File: src/acc_pkg.sv
`default_nettype none
package acc_pkg;

  // ----------------------------------------------------------------
  // Register byte offsets on the AHB-Lite bus
  // ----------------------------------------------------------------
  localparam logic [7:0] OFF_CTL_FIRST = 8'h00;
  localparam logic [7:0] OFF_CTL_SECOND = 8'h04;
  localparam logic [7:0] OFF_PIN_ENABLE = 8'h08;
  localparam logic [7:0] OFF_PORT_DIR = 8'h0c;
  localparam logic [7:0] OFF_PULLUP = 8'h10;
  localparam logic [7:0] OFF_RES_LOW = 8'h14;
  localparam logic [7:0] OFF_RES_HIGH = 8'h18;
  localparam logic [7:0] OFF_IRQ_STAT = 8'h1c;
  localparam logic [7:0] OFF_IRQ_MASK = 8'h20;

  // ----------------------------------------------------------------
  // Field positions
  // ----------------------------------------------------------------
  localparam int CF_CH_LSB = 0;     // Channel low bits [2:0]
  localparam int CF_PWR_OFF = 5;    // Converter power off
  localparam int CF_BUSY = 6;       // Conversion busy, read only
  localparam int CF_START = 7;      // Start bit
  localparam int CS_DIV_LSB = 0;    // Clock divide code [2:0]
  localparam int CS_REF_SEL = 3;    // Reference source select
  localparam int CS_CH_HI = 4;      // Channel high bit
  localparam int IRQ_CONV = 0;      // End of conversion flag

  // ----------------------------------------------------------------
  // Reset values
  // ----------------------------------------------------------------
  localparam logic [7:0] RST_CTL_FIRST = 8'h20;  // Converter off
  localparam logic [7:0] RST_CTL_SECOND = 8'h00;
  localparam logic [7:0] RST_PIN = 8'h00;
  localparam logic [0:0] RST_IRQ = 1'h0;

  // ----------------------------------------------------------------
  // Conversion figures
  // ----------------------------------------------------------------
  localparam int RES_BITS = 12;                  // Result width
  localparam logic [3:0] CONV_LAST_TICK = 4'hf;  // 16 clock periods

  // Per-pin configuration carried to the pin block
  typedef struct packed {
    logic [7:0] analog_pin_enable;
    logic [7:0] port_a_direction;  // 1: pin is an output
    logic [7:0] pullup_enable;
  } acc_pin_cfg_s;

  // Control lines carried to the converter core
  typedef struct packed {
    logic converter_power_off;
    logic ref_source_select;
    logic [3:0] channel_select;
  } acc_core_cfg_s;

  // Conversion sequencer states
  typedef enum logic [1:0] {
    ST_IDLE,
    ST_RESET,
    ST_CONV
  } acc_state_e;

endpackage
`default_nettype wire

File: src/acc_div.sv
`timescale 1ns/1ps
`default_nettype none
module acc_div import acc_pkg::*; (
  // Clock and reset
  input wire logic clock_i,
  input wire logic nrst_i,
  // Control
  input wire logic restart_i,
  input wire logic [2:0] conv_clock_divide_i,
  // Conversion clock enable
  output logic tick_o
);

  // ----------------------------------------------------------------
  // Divider by two to the power of the code
  // ----------------------------------------------------------------
  logic [6:0] cnt_reg;  // Count of system clocks since the last restart
  logic [6:0] mask;     // Low bits that must all be one

  // Code 111 has no defined rate; it is taken as a divide by 128
  assign mask = 7'((8'h01 << conv_clock_divide_i) - 8'h01);
  assign tick_o = !restart_i && ((cnt_reg & mask) == mask);

  // Count restarts so the first period after a start is a full one
  always_ff @(posedge clock_i or negedge nrst_i) begin
    if (!nrst_i) begin
      cnt_reg <= 7'h00;
    end else if (restart_i) begin
      cnt_reg <= 7'h00;
    end else begin
      cnt_reg <= cnt_reg + 7'h01;
    end
  end
endmodule
`default_nettype wire

File: src/acc_pins.sv
`timescale 1ns/1ps
`default_nettype none
module acc_pins import acc_pkg::*; (
  // Clock and reset
  input wire logic clock_i,
  input wire logic nrst_i,
  // Pin configuration from the register file
  input wire acc_pin_cfg_s cfg_i,
  // Pad controls
  output logic [7:0] pin_analog_sel_o,
  output logic [7:0] pad_oe_n_o,
  output logic [7:0] pullup_en_o
);

  // ----------------------------------------------------------------
  // Pin function override
  // ----------------------------------------------------------------
  logic [7:0] oe_n_next;  // Output driver off for analog pins
  logic [7:0] pull_next;  // Pull-high only on digital pins

  assign oe_n_next = ~(cfg_i.port_a_direction & ~cfg_i.analog_pin_enable);
  assign pull_next = cfg_i.pullup_enable & ~cfg_i.analog_pin_enable;

  // Registered so pads never see a decode glitch
  always_ff @(posedge clock_i or negedge nrst_i) begin
    if (!nrst_i) begin
      pin_analog_sel_o <= 8'h00;
      pad_oe_n_o <= 8'hff;
      pullup_en_o <= 8'h00;
    end else begin
      pin_analog_sel_o <= cfg_i.analog_pin_enable;
      pad_oe_n_o <= oe_n_next;
      pullup_en_o <= pull_next;
    end
  end
endmodule
`default_nettype wire

File: src/acc_top.sv
// Added by the designer: the register offsets and the AHB-Lite register port.
`timescale 1ns/1ps
`default_nettype none
// What this block does
// - Analog enable routes pin, disables others
// - Analog pin drops its pull-high
// - Analog enable overrides port direction
// - Reference select bit picks pin or supply
// - Power-off bit switches converter off
// - Start high resets, falling edge converts
// - Busy high during conversion, low after
// - Result readable as low and high bytes
// - Conversion lasts sixteen conversion clocks
// - Result twelve bits, full scale all ones
// - Code step is reference over 4096
// - Conversion runs without stalling the processor
// - Divide code n gives clock over 2^n
// - End clears busy, sets interrupt flag
module acc_top import acc_pkg::*; (
  // Clock and reset
  input wire logic clock_i,
  input wire logic nrst_i,
  // AHB-Lite slave
  input wire logic hsel_i,
  input wire logic [31:0] haddr_i,
  input wire logic [1:0] htrans_i,
  input wire logic hwrite_i,
  input wire logic [2:0] hsize_i,
  input wire logic [31:0] hwdata_i,
  input wire logic hready_i,
  output logic [31:0] hrdata_o,
  output logic hreadyout_o,
  output logic hresp_o,
  // Converter core
  input wire logic [11:0] adc_data_i,
  output logic conv_power_down_o,
  output logic ref_sel_o,
  output logic [3:0] chan_sel_o,
  output logic conv_reset_o,
  output logic conv_tick_o,
  // Shared pins
  output logic [7:0] pin_analog_sel_o,
  output logic [7:0] pad_oe_n_o,
  output logic [7:0] pullup_en_o,
  // Interrupt
  output logic irq_o
);

  // ----------------------------------------------------------------
  // Helpers
  // ----------------------------------------------------------------
  // Address match on the low byte of a word address
  function automatic logic hit(input logic [7:0] a, input logic [7:0] o);
    hit = (a == o);
  endfunction

  // ----------------------------------------------------------------
  // Bus slave
  // ----------------------------------------------------------------
  logic addr_ph;            // Address phase taken this cycle
  logic wr_pend_reg;        // Write data phase in progress
  logic rd_pend_reg;        // Read wait cycle in progress
  logic [7:0] addr_reg;     // Latched byte address
  logic [7:0] wdata;        // Low byte of write data
  logic [31:0] rd_mux;      // Selected read value
  logic hready_reg;         // Registered ready

  assign addr_ph = hsel_i && htrans_i[1] && hready_i;
  assign wdata = hwdata_i[7:0];
  // Only whole words are used; hsize is not decoded
  logic unused_size;
  assign unused_size = ^hsize_i;

  // Reads take one wait state so a write just ahead is always seen
  always_ff @(posedge clock_i or negedge nrst_i) begin
    if (!nrst_i) begin
      wr_pend_reg <= 1'b0;
      rd_pend_reg <= 1'b0;
      addr_reg <= 8'h00;
      hready_reg <= 1'b1;
    end else begin
      wr_pend_reg <= addr_ph && hwrite_i;
      rd_pend_reg <= addr_ph && !hwrite_i;
      hready_reg <= !(addr_ph && !hwrite_i);
      if (addr_ph) begin
        addr_reg <= haddr_i[7:0];
      end
    end
  end

  // Read data is loaded in the wait cycle
  always_ff @(posedge clock_i or negedge nrst_i) begin
    if (!nrst_i) begin
      hrdata_o <= 32'h0000_0000;
    end else if (rd_pend_reg) begin
      hrdata_o <= rd_mux;
    end
  end

  assign hreadyout_o = hready_reg;
  assign hresp_o = 1'b0;  // Always OKAY

  // ----------------------------------------------------------------
  // Register file
  // ----------------------------------------------------------------
  logic [7:0] ctl_first_reg;   // conv_control_first
  logic [7:0] ctl_second_reg;  // conv_control_second
  logic [7:0] pin_en_reg;      // analog_pin_enable_reg
  logic [7:0] dir_reg;         // port_a_direction
  logic [7:0] pull_reg;        // Pull-high enables
  logic [0:0] stat_reg;        // conv_irq_flag
  logic [0:0] mask_reg;        // conv_irq_enable
  logic [0:0] stat_next;
  logic [RES_BITS-1:0] result_reg;  // Last conversion result
  logic busy_reg;              // conversion_busy
  logic done;                  // Conversion end this cycle
  logic we_first, we_second, we_pin, we_dir, we_pull;
  logic we_stat, we_mask;

  assign we_first = wr_pend_reg && hit(addr_reg, OFF_CTL_FIRST);
  assign we_second = wr_pend_reg && hit(addr_reg, OFF_CTL_SECOND);
  assign we_pin = wr_pend_reg && hit(addr_reg, OFF_PIN_ENABLE);
  assign we_dir = wr_pend_reg && hit(addr_reg, OFF_PORT_DIR);
  assign we_pull = wr_pend_reg && hit(addr_reg, OFF_PULLUP);
  assign we_stat = wr_pend_reg && hit(addr_reg, OFF_IRQ_STAT);
  assign we_mask = wr_pend_reg && hit(addr_reg, OFF_IRQ_MASK);

  // Set wins over a write-one clear in the same cycle
  assign stat_next = (stat_reg & ~(we_stat ? wdata[0:0] : 1'b0))
                   | (done ? 1'b1 : 1'b0);

  // Busy bit of the first register is read-only
  always_ff @(posedge clock_i or negedge nrst_i) begin
    if (!nrst_i) begin
      ctl_first_reg <= RST_CTL_FIRST;
      ctl_second_reg <= RST_CTL_SECOND;
      pin_en_reg <= RST_PIN;
      dir_reg <= RST_PIN;
      pull_reg <= RST_PIN;
      mask_reg <= RST_IRQ;
    end else begin
      if (we_first) ctl_first_reg <= wdata & ~(8'h01 << CF_BUSY);
      if (we_second) ctl_second_reg <= wdata & 8'h1f;
      if (we_pin) pin_en_reg <= wdata;
      if (we_dir) dir_reg <= wdata;
      if (we_pull) pull_reg <= wdata;
      if (we_mask) mask_reg <= wdata[0:0];
    end
  end

  // Interrupt flag and level output
  always_ff @(posedge clock_i or negedge nrst_i) begin
    if (!nrst_i) begin
      stat_reg <= RST_IRQ;
      irq_o <= 1'b0;
    end else begin
      stat_reg <= stat_next;
      irq_o <= |(stat_next & mask_reg);
    end
  end

  // Unmapped addresses read as zero
  assign rd_mux =
    hit(addr_reg, OFF_CTL_FIRST) ?
      {24'h0, ctl_first_reg | (8'(busy_reg) << CF_BUSY)} :
    hit(addr_reg, OFF_CTL_SECOND) ? {24'h0, ctl_second_reg} :
    hit(addr_reg, OFF_PIN_ENABLE) ? {24'h0, pin_en_reg} :
    hit(addr_reg, OFF_PORT_DIR) ? {24'h0, dir_reg} :
    hit(addr_reg, OFF_PULLUP) ? {24'h0, pull_reg} :
    hit(addr_reg, OFF_RES_LOW) ? {24'h0, result_reg[7:0]} :
    hit(addr_reg, OFF_RES_HIGH) ? {28'h0, result_reg[11:8]} :
    hit(addr_reg, OFF_IRQ_STAT) ? {31'h0, stat_reg} :
    hit(addr_reg, OFF_IRQ_MASK) ? {31'h0, mask_reg} :
    32'h0000_0000;

  // ----------------------------------------------------------------
  // Field decode
  // ----------------------------------------------------------------
  logic start_bit;            // Software start level
  logic pwr_off;              // converter_power_off
  logic [2:0] div_code;       // conv_clock_divide
  acc_core_cfg_s core_cfg;    // Core control lines
  acc_pin_cfg_s pin_cfg;      // Pin control lines

  assign start_bit = ctl_first_reg[CF_START];
  assign pwr_off = ctl_first_reg[CF_PWR_OFF];
  assign div_code = ctl_second_reg[CS_DIV_LSB +: 3];
  assign core_cfg.converter_power_off = pwr_off;
  assign core_cfg.ref_source_select = ctl_second_reg[CS_REF_SEL];
  assign core_cfg.channel_select = {ctl_second_reg[CS_CH_HI],
                                    ctl_first_reg[CF_CH_LSB +: 3]};
  assign pin_cfg.analog_pin_enable = pin_en_reg;
  assign pin_cfg.port_a_direction = dir_reg;
  assign pin_cfg.pullup_enable = pull_reg;

  // ----------------------------------------------------------------
  // Conversion sequencer
  // ----------------------------------------------------------------
  acc_state_e state_reg, state_next;
  logic [3:0] tick_cnt_reg;   // Conversion clocks counted
  logic tick;                 // Conversion clock enable
  logic at_last;              // Sixteenth period ends now

  assign at_last = tick && (tick_cnt_reg == CONV_LAST_TICK);
  assign done = (state_reg == ST_CONV) && !pwr_off && !start_bit
              && at_last;

  // A powered-off converter ignores start and drops any conversion
  always_comb begin
    state_next = state_reg;
    unique case (state_reg)
      ST_IDLE: begin
        if (start_bit && !pwr_off) state_next = ST_RESET;
      end
      ST_RESET: begin
        if (pwr_off) state_next = ST_IDLE;
        else if (!start_bit) state_next = ST_CONV;
      end
      ST_CONV: begin
        if (pwr_off) state_next = ST_IDLE;
        else if (start_bit) state_next = ST_RESET;
        else if (at_last) state_next = ST_IDLE;
      end
    endcase
  end

  // The conversion never holds the processor; progress rests on the divider alone
  always_ff @(posedge clock_i or negedge nrst_i) begin
    if (!nrst_i) begin
      state_reg <= ST_IDLE;
      busy_reg <= 1'b0;
      conv_reset_o <= 1'b0;
    end else begin
      state_reg <= state_next;
      busy_reg <= (state_next != ST_IDLE);
      conv_reset_o <= (state_next == ST_RESET);
    end
  end

  // Period count restarts at each falling start edge
  always_ff @(posedge clock_i or negedge nrst_i) begin
    if (!nrst_i) begin
      tick_cnt_reg <= 4'h0;
    end else if (state_reg != ST_CONV) begin
      tick_cnt_reg <= 4'h0;
    end else if (tick) begin
      tick_cnt_reg <= tick_cnt_reg + 4'h1;
    end
  end

  acc_div u_div (
    .clock_i(clock_i),
    .nrst_i(nrst_i),
    .restart_i(state_reg != ST_CONV),
    .conv_clock_divide_i(div_code),
    .tick_o(tick)
  );

  // ----------------------------------------------------------------
  // Result capture
  // ----------------------------------------------------------------
  logic [RES_BITS-1:0] data_meta_reg;  // First sync stage only
  logic [RES_BITS-1:0] data_sync_reg;  // Safe to use

  // Core output is static at the end; two stages guard metastability
  always_ff @(posedge clock_i or negedge nrst_i) begin
    if (!nrst_i) begin
      data_meta_reg <= 12'h000;
      data_sync_reg <= 12'h000;
      result_reg <= 12'h000;
    end else begin
      data_meta_reg <= adc_data_i;
      data_sync_reg <= data_meta_reg;
      if (done) result_reg <= data_sync_reg;
    end
  end

  // ----------------------------------------------------------------
  // Core and pin outputs
  // ----------------------------------------------------------------
  always_ff @(posedge clock_i or negedge nrst_i) begin
    if (!nrst_i) begin
      conv_power_down_o <= 1'b1;
      ref_sel_o <= 1'b0;
      chan_sel_o <= 4'h0;
      conv_tick_o <= 1'b0;
    end else begin
      conv_power_down_o <= core_cfg.converter_power_off;
      ref_sel_o <= core_cfg.ref_source_select;
      chan_sel_o <= core_cfg.channel_select;
      conv_tick_o <= tick && (state_reg == ST_CONV);
    end
  end

  acc_pins u_pins (
    .clock_i(clock_i),
    .nrst_i(nrst_i),
    .cfg_i(pin_cfg),
    .pin_analog_sel_o(pin_analog_sel_o),
    .pad_oe_n_o(pad_oe_n_o),
    .pullup_en_o(pullup_en_o)
  );
endmodule
`default_nettype wire

File: config.mk
export PLATFORM = sky130hd
export DESIGN_NAME = acc_top
export DESIGN_NICKNAME = d
export VERILOG_FILES = /design/src/acc_pkg.sv /design/src/acc_div.sv /design/src/acc_pins.sv /design/src/acc_top.sv
export SDC_FILE = /design/constraint.sdc
export NUM_CORES = 1
export LEC_CHECK = 0
export ABC_AREA = 1
export BUFFER_PORTS_ARGS = -buffer_cell sky130_fd_sc_hd__buf_4
export CAP_MARGIN = 20
export CORE_MARGIN = 4
export CORE_UTILIZATION = 40
export DETAILED_ROUTE_END_ITERATION = 12
export SETUP_SLACK_MARGIN = 0.05
export SYNTH_ARGS = -nofsm -noshare
export SYNTH_HDL_FRONTEND = slang
export SYNTH_SLANG_ARGS = --single-unit
export TNS_END_PERCENT = 50
File: constraint.sdc
create_clock -name clock_i -period 2.9 [get_ports clock_i]
set_input_delay 0.435 -clock clock_i [delete_from_list [all_inputs] [get_ports clock_i]]
set_output_delay 0.435 -clock clock_i [all_outputs]
set_load 0.005 [all_outputs]
---- Word-level counts from Yosys, hierarchy flattened ----
Index checks and enable logic that the tools add are counted.
operators by class
  $add $sub $neg .......................... 3
  $mul .................................... 0
  divide/modulo/power cells ............... 0
  magnitude comparators ................... 0
  eq/ne operators ......................... 14
  shifts and indexed selects .............. 1
  mux-type cells .......................... 21
  bitwise gates (word level) .............. 10
  reduce and logical (&&, ||, !) cells .... 27
operator list
  cell                                                                 count
  8-bit two-way mux                                                    6
  8-bit by 5-bit == test with 1-bit output (second input constant)     4
  1-bit logical AND                                                    18
  8-bit AND                                                            2
  8-bit by 4-bit == test with 1-bit output (second input constant)     2
  8-bit NOT                                                            2
  2-bit two-way mux                                                    6
  4-bit two-way mux                                                    3
  8-bit by 3-bit == test with 1-bit output (second input constant)     1
  8-bit by 6-bit == test with 1-bit output (second input constant)     1
  8-bit logical NOT                                                    1
  8-bit by 7-bit OR with 8-bit output                                  1
  7-bit by 1-bit adder with 7-bit output (second input constant)       1
  7-bit AND                                                            1
  7-bit == test                                                        1
  7-bit two-way mux                                                    1
  1-bit by 3-bit << shifter with 7-bit output (first input constant)   1
  7-bit by 1-bit subtractor with 7-bit output (second input constant)  1
  2-bit case mux with 3 select lines                                   1
  1-bit logical NOT                                                    5
  4-bit by 1-bit adder with 4-bit output (second input constant)       1
  2-bit by 1-bit == test with 1-bit output (second input constant)     2
  4-bit == test (second input constant)                                1
  1-bit two-way mux                                                    4
  7 further kinds                                                      9
word-level totals
  flip-flop bits (word level) ............. 164
  latch bits .............................. 0
  bits in writable memories ............... 0
  memory bits (read-only) ................. 0
  input port bits ......................... 86
  output and inout bits ................... 67
  word-level logic and storage cells ...... 104
  memories ................................ 0

---- Logic depth before layout (Yosys ltp) ----
  depth in word-level cells ............... 11
  depth in mapped cells ................... 13
  gate-level depth less buffers ........... 13

---- Cells and area by module ----
Synthesis repeated with hierarchy kept, for this count alone.
unflattened totals
  cell total of the unflattened synthesis .. 558
  area, all modules ....................... 5820.6 um^2
by module, submodules not included
  module    instances  cells an instance  area an instance (um^2)  sequential area each (um^2)
  acc_top   1          453                4718.3                   2731.4
  acc_pins  1          56                 730.7                    610.6
  acc_div   1          49                 371.6                    175.2

---- Least setup slack after synthesis ----
OpenSTA, ideal clock, no wires.
  path kind ............................... register -> register
  start ................................... register state_reg[0]
  end ..................................... register result_reg[10]
  setup time .............................. 0.074 ns
  data arrival time ....................... 1.322 ns
  required time ........................... 2.826 ns
  setup slack ............................. 1.504 ns
  stages on the path, launching flop included .. 10
  buffers on the path ..................... 1
  period minus slack after synthesis ...... 1.396 ns
  cell sequence ........................... dfrtp_1 -> inv_1 -> ha_1 -> inv_1 -> nor2_1 -> nand2_1 -> nor2_4 -> buf_6 -> nand2_1 -> o21ai_2
on the way
  cells in the longest elaborated chain, start to end .. 5
  elaborated cells between the ends (all ways) .. 8
  classes of those cells .................. 2 x eq/ne; 6 x reduce/logical
ends and longest elaborated chain
  item                    RTL line        source
  from (decl)             acc_top.sv:199  acc_state_e state_reg, state_next;
  from (signal assigned)  acc_top.sv:234  state_reg <= state_next;
  2-bit inequality test   acc_top.sv:254  .restart_i(state_reg != ST_CONV),
  1-bit logical NOT       acc_div.sv:22   assign tick_o = !restart_i && ((cnt_reg & mask) == mask);
  1-bit logical AND       acc_div.sv:22
  1-bit logical AND       acc_top.sv:204  assign at_last = tick && (tick_cnt_reg == CONV_LAST_TICK);
  1-bit logical AND *     acc_top.sv:206  && at_last;
  to (signal assigned)    acc_top.sv:274  if (done) result_reg <= data_sync_reg;
  to (decl)               acc_top.sv:114  logic [RES_BITS-1:0] result_reg;
Every way passes the cells marked *; elsewhere a longest branch is shown, timed or not.
A chain may end at the register's enable or synchronous reset.

---- Worst setup path in the final report ----
  start ................................... register state_reg[0]
  end ..................................... register irq_o
on the way
  cells in the longest elaborated chain, start to end .. 8
  elaborated cells between the ends (all ways) .. 11
  classes of those cells .................. 2 x eq/ne; 1 x mux; 2 x bitwise; 6 x reduce/logical
ends and longest elaborated chain
  item                   RTL line        source
  2-bit inequality test  acc_top.sv:254
  1-bit logical NOT      acc_div.sv:22
  1-bit logical AND      acc_div.sv:22
  1-bit logical AND      acc_top.sv:204
  1-bit logical AND *    acc_top.sv:206
  1-bit two-way mux *    acc_top.sv:130  | (done ? 1'b1 : 1'b0);
  1-bit OR *             acc_top.sv:130
  1-bit AND *            acc_top.sv:158  irq_o <= |(stat_next & mask_reg);
  to (signal assigned)   acc_top.sv:158
  to (decl)              acc_top.sv:46   output logic irq_o
Marked as above.

==> results.md <==
- Outcome: finished clean
- Placed cells: roughly 800
- CP endpoint kind: register
- Final HPWL DP: about 8.6 mm
- CP cell instances: inv_1 > ha_1 > inv_1 > nor2_1 > nand2_1 > nor2_4 > nor2_1 > nor2_1
- # Max-Cap Violations: 0
- Port bufs: between 70 and 80
- Final Hold Fails: 0
- Async SR Flop Fraction: 1.00
- Fin nets: 740
- Cells after Synth: between 500 and 600
- Routed len/inst: between 10 and 15 um
- Grt total ovfl: 0
- Top-area cell type share of the netlist area: 0.574
- Post-CTS Resized: 0
- Commonest non-fill, non-tap cell in the layout: dfrtp_1
- Clock Pin Slew Worst Setup and Hold Paths: roughly 0.060 ns
- Met1 Resource Use GR: 0.207
- First drt pass iteration count: 5
- Slowest cell delay on critical path: between 0.4 and 0.5 ns
- Leakage power: between 3 and 4 nW
- Row cnt: 43
- Hold Path Class: input port to asynchronous set/reset pin
- First-pass GRT wire length: about 20 mm
- Critical path type: register to register
- Least-Margin Pin Slew: 0.637 ns
- GR Layer Usage met3: 0.0501
- Post-synth top area cell: dfrtp_1
- Final Wtd Congestion: approximately 0.86
- Worst Path Required: 3.25 ns
- Most frequent CP cell: nor2_1
- Deepest clock path buffer count: 2
- Commonest non-fill, non-tap cells in the layout: dfrtp_1 (129), nand2_1 (120), buf_4 (77), inv_1 (65), nor2_1 (52)
- # clock sinks: 140
- Non-filler instance count after layout: ~840
- Number of distinct library cells after synthesis: 35
- Ys flop type: dfrtp_1
- Crit path DAT: approximately 2.6 ns
- Num ports: roughly 150
- Peak Freq: between 400 and 500 MHz
- Slowest CP cell: nor2_4
- Ant diodes: 0
- Worst hold slack: 0.0206 ns
- Drc violations: 0
- Post-synth EDFFs: 0
- Post-synthesis sequential area ratio: 0.625
- CTS tree: yes
- Drt initial violations: roughly 180
- Post-route setup TNS: 0 ns
- Core area: between 0.01 and 0.015 sq mm
- Clk_skew: 0.00874 ns
- RSZ-0062 raised after global routing: no
- Largest net degree at the start of global routing: 73
- Avg Inst Size Synth: ~10 sq um
- Period utilization: 0.784
- Root buf cell: clkbuf_16
- Syn Std Cell Area: roughly 0.0056 sq mm
- Die ar.: around 0.016 sq mm
- Period minus WS final: approximately 2.3 ns
- Top cells by area, synth: dfrtp_1 (57%), nand2_1 (8.0%), dfstp_2 (5.1%)
- Fraction of layout cells with a size suffix above 1: 0.235
- CTS buffer count: 17
- Ys Warns: 0
- Final setup viols: 0
- Final ANT Viol Nets: 0
- Clock Latency Late Sink: between 0.4 and 0.5 ns
- Die boundary height: 127 um
- Relative slew slack: 0.576
- Vias per cell: between 4 and 5
- Critical-path maximum fanout: 21
- Routed vias: ~3900
- CTS Hold Bufs: 0
- Fin. max-slew vios: 0
- Total track usage: 0.158
- GR Util met2: 0.248
- Area Growth Syn to Fin: 22.3%
- Die X: 127 um
- Peak supply drop: between 0.4 and 0.5 mV
- Antenna violations before repair: 0
- H-tree Lvls: 4
- Number of fill cells: approximately 1300
- Busiest grt layer: met2
- CP Launch Type: register
- Flops & latches, synth: 140
- Post-CTS Setup Repair Bufs: 0
- Vias in the first global route: between 3000 and 4000
- Routed WL: 11.8 mm
- Pwr/cell area: 700 mW/mm^2
- Initial Util: 0.407
Yosys cell counts (4+ instances only):
master,n
o21ai_0,24
nand3_1,14
buf_4,26
o21ai_1,27
nor2_1,52
dfstp_2,11
nand2_1,120
buf_6,4
inv_1,65
inv_2,4
ha_1,4
nand4_1,6
nor3_1,5
nand2_2,9
a21oi_1,28
o21ai_2,9
dfrtp_1,129
routing by layer:
layer | vias to the layer above | wire length [um]
met4 | 0 | 179
met5 | - | 0
met3 | 13 | 666
met1 | 1853 | 5290
met2 | 108 | 5640
li1 | 1911 | -
worst max-delay path, delay by kind of cell (launching register included):
kind | cells | cell delay (ns)
and+or+nand+nor | 5 | 1.11
DFF | 1 | 0.42
adders and majority gates | 1 | 0.42
buffers and inverters | 2 | 0.25
path summary, 6_finish.rpt:
kind                                        startpoint                           end  slack [ns]  cells past startpoint
min in group clock_i                     adc_data_i[7]    data_meta_reg[7]$_DFF_PN0_        0.12                      1
min reg2reg                data_meta_reg[10]$_DFF_PN0_   data_sync_reg[10]$_DFF_PN0_        0.35                      0
min                                             nrst_i        dir_reg[1]$_DFFE_PN0P_        0.02                      1
max reg2reg                     state_reg[0]$_DFF_PN0_               irq_o$_DFF_PN0_        0.63                      8
max in group asynchronous                       nrst_i  ctl_first_reg[5]$_DFFE_PN1P_        2.05                      2
max                             state_reg[0]$_DFF_PN0_               irq_o$_DFF_PN0_        0.63                      8
metrics by stage:
stage	total power, mW	area [sq um]	util	setup slack, ns
after floorplan	2.41	5720	-	1.50
after global placement	2.55	6250	0.452	0.716
after detailed placement	2.58	6250	0.452	0.616
after CTS	4.87	6890	0.498	0.602
after global routing	5.04	6890	0.498	0.342
final	4.82	6890	0.498	0.626
final cells by class:
type | instances | area [sq um] | share of cell area
clock buffers | 18 | 439 | 0.0638
clock inverters | 14 | 191 | 0.0278
inverters | 70 | 264 | 0.0383
multi-input cells | 343 | 1660 | 0.241
flip-flops and latches | 140 | 3520 | 0.511
well taps | 180 | 225 | 0.0327
repair buffers | 78 | 589 | 0.0856
where the power goes:
group	leakage, nW	total (mW)	internal, mW	switching (mW)
sequential	1.57	2.12	2.05	0.0629
clock	0.299	2.28	1.46	0.821
combinational	1.76	0.418	0.155	0.264
cell families (layout without fill, tap and decap cells):
logic type	count (synthesis)	count (layout)	share of synthesized area
XOR/XNOR	1	1	0.00156
AO/OA/AOI/OAI	95	95	0.0945
adder cells (fa/ha/maj)	4	4	0.00889
AND/OR/NAND/NOR	215	215	0.167
other	1	25	0.000666
multiplexers	3	3	0.00600
buffers and inverters	106	180	0.0963
flip-flops	140	140	0.625
Note: power is estimated with default switching activity, not from simulation.
